## src/rtl/comparator_input_control_regs.svh

```systemverilog
// Purpose: Register offsets, field positions, reset values for the comparator control block
// Assumes: AXI4-Lite, 32-bit data, one register per aligned word
// Notes: Definitions only
`ifndef COMPARATOR_INPUT_CONTROL_REGS_SVH
`define COMPARATOR_INPUT_CONTROL_REGS_SVH

// ----------------------------------------
// Offsets
// ----------------------------------------
`define CTRL0_OFS 8'h00
`define CTRL1_OFS 8'h04
`define STATUS_OFS 8'h08
`define MASK_OFS 8'h0c
`define ANALOG_SEL_OFS 8'h10
`define DIR_OFS 8'h14
`define PORT_OFS 8'h18

// ----------------------------------------
// Control zero fields
// ----------------------------------------
`define CTRL0_EN_BIT 7
`define CTRL0_RESULT_BIT 6
`define CTRL0_PIN_EN_BIT 5
`define CTRL0_INVERT_BIT 4
`define CTRL0_SPEED_BIT 2
`define CTRL0_HYST_BIT 1
`define CTRL0_SYNC_BIT 0
`define CTRL0_WR_MASK 8'hb7
`define CTRL0_RESET 8'h04

// ----------------------------------------
// Control one fields
// ----------------------------------------
`define CTRL1_RISE_BIT 7
`define CTRL1_FALL_BIT 6
`define CTRL1_POS_LSB 4
`define CTRL1_NEG_LSB 0
`define CTRL1_WR_MASK 8'hf3
`define CTRL1_RESET 8'h00

// ----------------------------------------
// Other resets and bus answers
// ----------------------------------------
`define FLAG_BIT 0
`define DIR_RESET 8'hff
`define RESP_OKAY 2'b00
`define RESP_SLVERR 2'b10

`endif

```

## src/rtl/comparator_input_control_pkg.sv

```systemverilog
// Purpose: Types shared by the comparator control block
// Assumes: Nothing
// Notes: Constants live in the _regs header
package comparator_input_control_pkg;

    typedef enum logic [1:0] {
        POS_EXT_PIN = 2'b00,
        POS_DAC = 2'b01,
        POS_FIXED_REF = 2'b10,
        POS_GROUND = 2'b11
    } pos_src_type;

    typedef struct packed {
        logic prev;
    } edge_state_type;

    typedef struct packed {
        logic [7:0] ctrl0;
        logic [7:0] ctrl1;
        logic flag;
        logic mask;
        logic [7:0] analog_sel;
        logic [7:0] dir;
        logic result;
        logic other;
        logic [3:0] pos_route;
        logic [3:0] neg_route;
        logic pin_oe;
        logic irq;
        logic aw_held;
        logic [7:0] aw_addr;
        logic w_held;
        logic [7:0] w_data;
        logic w_strb;
        logic awready;
        logic wready;
        logic bvalid;
        logic [1:0] bresp;
        logic arready;
        logic rvalid;
        logic [1:0] rresp;
        logic [31:0] rdata;
        logic rd_port;
        logic rd_ctrl0;
    } ctrl_state_type;

endpackage

```

## src/rtl/comparator_input_control.sv

```systemverilog
// Purpose: Digital control around one comparator channel with AXI4-Lite registers
// Assumes: All inputs synchronous to core_clk_i
// Notes: Comparator decision arrives as a level on cmp_raw_i
//
// Our own choices: the address map and the AXI4-Lite interface to the registers.
`timescale 1ns/1ps
`include "comparator_input_control_regs.svh"
module comparator_input_control
    import comparator_input_control_pkg::*;
#(
    parameter int RESULT_PIN = 0
)
(
    input wire logic core_clk_i,
    input wire logic sys_rst_i,
    input wire logic [7:0] s_axi_awaddr,
    input wire logic s_axi_awvalid,
    output logic s_axi_awready,
    input wire logic [31:0] s_axi_wdata,
    input wire logic [3:0] s_axi_wstrb,
    input wire logic s_axi_wvalid,
    output logic s_axi_wready,
    output logic [1:0] s_axi_bresp,
    output logic s_axi_bvalid,
    input wire logic s_axi_bready,
    input wire logic [7:0] s_axi_araddr,
    input wire logic s_axi_arvalid,
    output logic s_axi_arready,
    output logic [31:0] s_axi_rdata,
    output logic [1:0] s_axi_rresp,
    output logic s_axi_rvalid,
    input wire logic s_axi_rready,
    input wire logic cmp_raw_i,
    input wire logic other_result_i,
    input wire logic [7:0] port_pins_i,
    output logic [3:0] pos_route_o,
    output logic [3:0] neg_route_o,
    output logic speed_power_select_o,
    output logic hysteresis_enable_o,
    output logic timer_sync_enable_o,
    output logic comparator_result_o,
    output logic result_pin_oe_o,
    output logic [1:0] pwm_shutdown_src_o,
    output logic [7:0] analog_pin_select_o,
    output logic [7:0] pin_direction_o,
    output logic irq_o
);

    ctrl_state_type r;
    ctrl_state_type r_nxt;
    logic edge_event;
    logic wr_fire;
    logic rd_fire;
    logic rd_status;
    logic [7:0] rd_byte;
    logic rd_ok;

    // ----------------------------------------
    // Edge detection
    // ----------------------------------------
    edge_irq_detect edge_irq_detect_inst (
        .core_clk_i(core_clk_i),
        .sys_rst_i(sys_rst_i),
        .result_i(r.result),
        .rise_en_i(r.ctrl1[`CTRL1_RISE_BIT]),
        .fall_en_i(r.ctrl1[`CTRL1_FALL_BIT]),
        .event_o(edge_event)
    );

    // ----------------------------------------
    // Next state
    // ----------------------------------------
    always_comb begin
        r_nxt = r;
        wr_fire = 1'b0;
        rd_fire = 1'b0;
        rd_status = 1'b0;
        rd_byte = 8'h00;
        rd_ok = 1'b1;

        // Comparator path, latched each cycle
        if (r.ctrl0[`CTRL0_EN_BIT]) begin
            r_nxt.result = cmp_raw_i ^ r.ctrl0[`CTRL0_INVERT_BIT];
        end else begin
            // Disabled output sits low before inversion
            r_nxt.result = r.ctrl0[`CTRL0_INVERT_BIT];
        end
        r_nxt.other = other_result_i;

        // Input switch closures
        r_nxt.pos_route = 4'h0;
        r_nxt.neg_route = 4'h0;
        if (r.ctrl0[`CTRL0_EN_BIT]) begin
            case (pos_src_type'(r.ctrl1[`CTRL1_POS_LSB +: 2]))
                POS_EXT_PIN: r_nxt.pos_route = 4'h1;
                POS_DAC: r_nxt.pos_route = 4'h2;
                POS_FIXED_REF: r_nxt.pos_route = 4'h4;
                POS_GROUND: r_nxt.pos_route = 4'h8;
                default: r_nxt.pos_route = 4'h0;
            endcase
            r_nxt.neg_route = 4'(4'h1 << r.ctrl1[`CTRL1_NEG_LSB +: 2]);
        end
        r_nxt.pin_oe = r.ctrl0[`CTRL0_PIN_EN_BIT] && !r.dir[RESULT_PIN];

        // Write channel capture
        if (s_axi_awvalid && r.awready) begin
            r_nxt.aw_held = 1'b1;
            r_nxt.aw_addr = s_axi_awaddr;
        end
        if (s_axi_wvalid && r.wready) begin
            r_nxt.w_held = 1'b1;
            r_nxt.w_data = s_axi_wdata[7:0];
            r_nxt.w_strb = s_axi_wstrb[0];
        end
        r_nxt.awready = !r_nxt.aw_held && !r.bvalid;
        r_nxt.wready = !r_nxt.w_held && !r.bvalid;

        // Register write once address and data are both held
        if (r.aw_held && r.w_held && !r.bvalid) begin
            wr_fire = 1'b1;
            r_nxt.aw_held = 1'b0;
            r_nxt.w_held = 1'b0;
            r_nxt.awready = 1'b0;
            r_nxt.wready = 1'b0;
            r_nxt.bvalid = 1'b1;
            r_nxt.bresp = `RESP_OKAY;
            case (r.aw_addr)
                `CTRL0_OFS: begin
                    if (r.w_strb) begin
                        r_nxt.ctrl0 = r.w_data & `CTRL0_WR_MASK;
                    end
                end
                `CTRL1_OFS: begin
                    if (r.w_strb) begin
                        r_nxt.ctrl1 = r.w_data & `CTRL1_WR_MASK;
                    end
                end
                `MASK_OFS: begin
                    if (r.w_strb) begin
                        r_nxt.mask = r.w_data[`FLAG_BIT];
                    end
                end
                `ANALOG_SEL_OFS: begin
                    if (r.w_strb) begin
                        r_nxt.analog_sel = r.w_data;
                    end
                end
                `DIR_OFS: begin
                    if (r.w_strb) begin
                        r_nxt.dir = r.w_data;
                    end
                end
                `STATUS_OFS, `PORT_OFS: begin
                    r_nxt.bresp = `RESP_OKAY;
                end
                default: r_nxt.bresp = `RESP_SLVERR;
            endcase
        end
        if (r.bvalid && s_axi_bready) begin
            r_nxt.bvalid = 1'b0;
            r_nxt.awready = !r.aw_held;
            r_nxt.wready = !r.w_held;
        end

        // Read channel
        if (s_axi_arvalid && r.arready) begin
            rd_fire = 1'b1;
            r_nxt.arready = 1'b0;
            r_nxt.rvalid = 1'b1;
            case (s_axi_araddr)
                `CTRL0_OFS: begin
                    rd_byte = r.ctrl0 & `CTRL0_WR_MASK;
                    rd_byte[`CTRL0_RESULT_BIT] = r.result;
                end
                `CTRL1_OFS: rd_byte = r.ctrl1;
                `STATUS_OFS: begin
                    rd_byte[`FLAG_BIT] = r.flag;
                    rd_status = 1'b1;
                end
                `MASK_OFS: rd_byte[`FLAG_BIT] = r.mask;
                `ANALOG_SEL_OFS: rd_byte = r.analog_sel;
                `DIR_OFS: rd_byte = r.dir;
                `PORT_OFS: rd_byte = port_pins_i & ~r.analog_sel;
                default: rd_ok = 1'b0;
            endcase
            r_nxt.rdata = {24'h000000, rd_byte};
            r_nxt.rresp = rd_ok ? `RESP_OKAY : `RESP_SLVERR;
            r_nxt.rd_port = (s_axi_araddr == `PORT_OFS);
            r_nxt.rd_ctrl0 = (s_axi_araddr == `CTRL0_OFS);
        end
        if (r.rvalid && s_axi_rready) begin
            r_nxt.rvalid = 1'b0;
            r_nxt.arready = 1'b1;
        end

        // Sticky flag, read clears, set wins
        if (rd_status) begin
            r_nxt.flag = 1'b0;
        end
        if (edge_event) begin
            r_nxt.flag = 1'b1;
        end
        r_nxt.irq = r_nxt.flag && r_nxt.mask;
    end

    // ----------------------------------------
    // State register
    // ----------------------------------------
    always_ff @(posedge core_clk_i or posedge sys_rst_i) begin
        if (sys_rst_i) begin
            r <= '0;
            r.ctrl0 <= `CTRL0_RESET;
            r.ctrl1 <= `CTRL1_RESET;
            r.dir <= `DIR_RESET;
            r.arready <= 1'b1;
        end else begin
            r <= r_nxt;
        end
    end

    // ----------------------------------------
    // Outputs
    // ----------------------------------------
    assign s_axi_awready = r.awready;
    assign s_axi_wready = r.wready;
    assign s_axi_bresp = r.bresp;
    assign s_axi_bvalid = r.bvalid;
    assign s_axi_arready = r.arready;
    assign s_axi_rdata = r.rdata;
    assign s_axi_rresp = r.rresp;
    assign s_axi_rvalid = r.rvalid;
    assign pos_route_o = r.pos_route;
    assign neg_route_o = r.neg_route;
    assign speed_power_select_o = r.ctrl0[`CTRL0_SPEED_BIT];
    assign hysteresis_enable_o = r.ctrl0[`CTRL0_HYST_BIT];
    assign timer_sync_enable_o = r.ctrl0[`CTRL0_SYNC_BIT];
    assign comparator_result_o = r.result;
    assign result_pin_oe_o = r.pin_oe;
    // Live levels give closed-loop feedback for auto-restart
    assign pwm_shutdown_src_o = {r.other, r.result};
    assign analog_pin_select_o = r.analog_sel;
    assign pin_direction_o = r.dir;
    assign irq_o = r.irq;
endmodule

```

## src/rtl/edge_irq_detect.sv

```systemverilog
// Purpose: Rising and falling edge detection on the latched comparator result
// Assumes: Result is already registered in the core clock domain
// Notes: Event output is combinational, one cycle per edge
`timescale 1ns/1ps
module edge_irq_detect
    import comparator_input_control_pkg::*;
(
    input wire logic core_clk_i,
    input wire logic sys_rst_i,
    input wire logic result_i,
    input wire logic rise_en_i,
    input wire logic fall_en_i,
    output logic event_o
);

    edge_state_type r;
    edge_state_type r_nxt;

    always_comb begin
        r_nxt = r;
        r_nxt.prev = result_i;
    end

    always_ff @(posedge core_clk_i or posedge sys_rst_i) begin
        if (sys_rst_i) begin
            r <= '0;
        end else begin
            r <= r_nxt;
        end
    end

    // Either enabled edge raises the event
    assign event_o = (rise_en_i && result_i && !r.prev) || (fall_en_i && !result_i && r.prev);

endmodule

```

## config.mk

```make
export PLATFORM = sky130hd
export DESIGN_NAME = comparator_input_control
export DESIGN_NICKNAME = d
export VERILOG_FILES = /design/src/rtl/comparator_input_control_pkg.sv /design/src/rtl/comparator_input_control.sv /design/src/rtl/edge_irq_detect.sv
export VERILOG_INCLUDE_DIRS = /design/src /design/src/rtl
export SDC_FILE = /design/constraint.sdc
export NUM_CORES = 1
export LEC_CHECK = 0
export ABC_AREA = 1
export BUFFER_PORTS_ARGS = -buffer_cell sky130_fd_sc_hd__clkbuf_2
export CORE_MARGIN = 2
export CORE_UTILIZATION = 50
export DETAILED_ROUTE_END_ITERATION = 12
export PLACE_DENSITY_LB_ADDON = 0.3
export SETUP_SLACK_MARGIN = 0.4
export SLEW_MARGIN = 5
export SYNTH_ARGS = -nofsm -noshare
export SYNTH_HDL_FRONTEND = slang
export SYNTH_SLANG_ARGS = --single-unit
```

## constraint.sdc

```tcl
create_clock -name core_clk_i -period 5.1 [get_ports core_clk_i]
set_input_delay 0.765 -clock core_clk_i [delete_from_list [all_inputs] [get_ports core_clk_i]]
set_output_delay 0.765 -clock core_clk_i [all_outputs]
set_load 0.005 [all_outputs]
```

==> results <==
- The clock net sink count is between 70 and 80.
- The total area inside the core boundary comes to 7650 sq um.
- After clock tree synthesis, the repair step resized 0 gates.
- Entering global routing, the biggest net connects 51 pins.
- In the layout the commonest cells are sky130_fd_sc_hd__nand2_1, sky130_fd_sc_hd__clkbuf_2, sky130_fd_sc_hd__dfrtp_1, sky130_fd_sc_hd__inv_1, sky130_fd_sc_hd__nor2_1.
- The area of all placed cells without fillers is ~4300 sq um.
- The TritonCTS buffer count is 9.
- For this run, the post-layout net count is 587.
- The repair_antennas step left the layout with diodes totalling 0.
- The overall routing resource usage is 0.192.
- The die width is 92.4 um.
- The number of hold-repair buffers added at the cts stage is 0.
- The number of global-route vias before repair is roughly 2,700.
- The per-cell routed wire length is roughly 13 um.
- The launching point of the worst reg2reg path is s_axi_bvalid$_DFFE_PP0P_.
- In this run the deepest clock path goes through 2 buffers.
- The clock latency reported for the late side of the worst-skew pair is 0.34 ns.
- Yosys printed 0 warnings.
- For this design the top-level I/O count stands at 142.
- In this run the number of H-tree levels came out at 3.
- The clock period minus final worst setup slack is 1.89 ns.
- STA classifies the critical path endpoint as a flop.
- Clock-pin slew was measured on the worst setup and hold paths at ~0.070 ns.
- The number of buffers added on ports is a little under 90.
- The placer congestion estimate is 0.841.
- OpenSTA, run right after detailed placement, puts the worst setup slack at between 2 and 3 ns.
- The number of setup violations in the final report is 0.
- In this run, distinct cell masters in the synthesized netlist total 30.
- Detailed routing inserted a total of 3,010 vias.
- The startpoint of the worst hold path is s_axi_arready$_DFFE_PP1P_.
- The synthesized design contains 77 register bits.
- The post-route fraction of the period consumed by the critical path is 0.370.
- TritonCTS built the clock tree.
- The post-detailed-route via-to-cell ratio is 4.82.
- The tree is rooted in a sky130_fd_sc_hd__clkbuf_8.
- The utilization after layout is 0.562.
- The total wirelength of the detailed-routed design is 7.91 mm.
- The standard cell area after detailed placement is 4060 sq um.
- The number of design rule violations left after detail routing is 0.
- The initial utilization of the core area, before any placement, comes to 0.511.
- The required time at the worst-slack endpoint is 5.32 ns.
- The most common cell after layout, fill and taps aside is sky130_fd_sc_hd__nand2_1.
- The number of iterations in the first detailed-routing pass is 5.
- The number of pins with negative max-slew slack in the final report was 0.
- For the pin with the worst max-slew slack, the measured transition is between 0.9 and 1 ns.
- The register area share after synthesis is 0.496.
- The hold violation total from the final report is 0.
- Setup repair after global routing left no endpoint under its margin.
- Once detailed placement completed, the half-perimeter wirelength came to 5.88 mm.
- The arrival time reported for the critical path endpoint is 2.11 ns.
- The worst setup path is launched from a primary input.
- The most critical setup path has its startpoint at s_axi_araddr[2].
- The average instance in the mapped netlist occupies 8.41 sq um.
- The fraction of layout instances using a drive strength above 1 is 0.273.
- The floorplan step defined a die boundary enclosing 8540 sq um.
- IR analysis of the VDD net gives a maximum drop of ~0.00025 V.
- The critical setup path kind is in -> reg.
- The total power density per cell area is 452 nW/um^2.
- The floorplan has 32 rows.
- Along the worst path, the maximum fanout reaches 11.
- The synthesized netlist occupies a cell area of 3910 sq um.
- The floorplan step set the die height to 92.4 um.
- The antenna violation net count after detailed routing is 0.
- Adding up every negative setup slack in the final design gives 0 ns.
- For this run, the top clock speed supported by timing is 530 MHz.
- The leakage power figure is 2.30 nW.
- For this block, the initial DRC count from the detailed router was 169.
- After layout, the worst setup slack is 3.21 ns.
- The number of setup buffers added after CTS is 0.
- The class of the tightest hold or removal check is reg -> reg.
- The worst relative slew slack is 0.344.
- The initial antenna violation count is 0.
- The count of mapped cells out of synthesis is ~470.
- The run finished with clean final reports.
- The area overhead of the layout relative to synthesis is 9.96%.
- The number of max-cap violations is 0.
- Between clock sinks in the finished design, the worst skew comes to between 0.008 and 0.009 ns.
- The worst hold-check slack is 0.477 ns.
- The first-pass GRT wire length is 12.8 mm.
- For this run the aggregate overflow at the end of global routing stands at 0.
cell type report:
| cell class | instances | area (sq um) |
|---|---|---|
| clock inverter | 4 | 97.6 |
| tap | 102 | 128 |
| sequential | 77 | 1940 |
| fill | 743 | 3350 |
| timing repair buffer | 89 | 448 |
| clock buffer | 12 | 145 |
| inverter | 55 | 206 |
| multi-input combinational | 286 | 1330 |
cell families (layout without fill, tap and decap cells):
group,count (synthesis),count (layout),synth area share
buffers and inverters,127,160,0.187
other,1,26,0.000959
DFF,77,77,0.496
AOI/OAI and AO/OA,69,69,0.104
and+or+nand+nor,190,190,0.210
xor gates and xnor gates,1,1,0.00224
critical path: stages:
cell and delay [ns]:
sky130_fd_sc_hd__clkbuf_2 0.11, sky130_fd_sc_hd__inv_1 0.09, sky130_fd_sc_hd__nand2_1 0.05, sky130_fd_sc_hd__nor2_1 0.62
sky130_fd_sc_hd__nand3_1 0.16, sky130_fd_sc_hd__a21oi_1 0.24, sky130_fd_sc_hd__nor2_1 0.07
path summary, 6_finish.rpt:
path                                                          to  slack [ns]  cells after the start
worst max-delay path                             irq_o$_DFF_PP0_        3.21                      7
worst min-delay path                   s_axi_arready$_DFFE_PP1P_        0.48                      2
worst max register to register                 r[97]$_DFFE_PP0P_        3.46                      5
worst min register to register         s_axi_arready$_DFFE_PP1P_        0.48                      2
max in group asynchronous                      r[45]$_DFFE_PP0P_        3.53                      3
min in group asynchronous       edge_irq_detect_inst.r$_DFF_PP0_        0.65                      2
Yosys cell counts (all sizes together):
cell type,instances,area (sq um)
nand4,4,31.3
conb,1,3.75
clkbuf,4,15.0
clkinv,1,3.75
buf,68,508
a21oi,11,55.1
xor2,1,8.76
o22ai,1,6.26
dfstp,10,263
inv,54,203
a211oi,2,15.0
nand3,28,145
dfrtp,67,1680
nor3,8,40.0
nand2,110,423
o21ai,54,323
and3,1,11.3
a311oi,1,8.76
nor2,39,169
routing by layer:
metal  wire, um  vias to the layer above  track usage
met3        478                        8       0.0325
met1       3510                     1403        0.258
li1           -                     1493            -
met2       3780                      106        0.309
met5          0                        -            0
met4        138                        0       0.0833
through the flow:
| stage | instances | total power [mW] |
|---|---|---|
| after CTS | 625 | 1.97 |
| after global placement | 609 | 1.39 |
| after global routing | 625 | 2.07 |
| after floorplan | 490 | 1.29 |
| final | 625 | 1.94 |
| after detailed placement | 609 | 1.41 |
power by group:
group / leakage [nW] / internal, mW / switching, mW
Combinational: 1.21 / 0.174 / 0.304
Clock: 0.117 / 0.339 / 0.211
Sequential: 0.981 / 0.795 / 0.120
Total: 2.30 / 1.31 / 0.635
state kept, by name (all words and copies together), names as in the netlist, 4 cells and up:
name and count:
r 30, s_axi_rdata 8, neg_route_o 4, pin_direction_o 8, pos_route_o 4, analog_pin_select_o 8
Note: power is estimated with default switching activity, not from simulation.
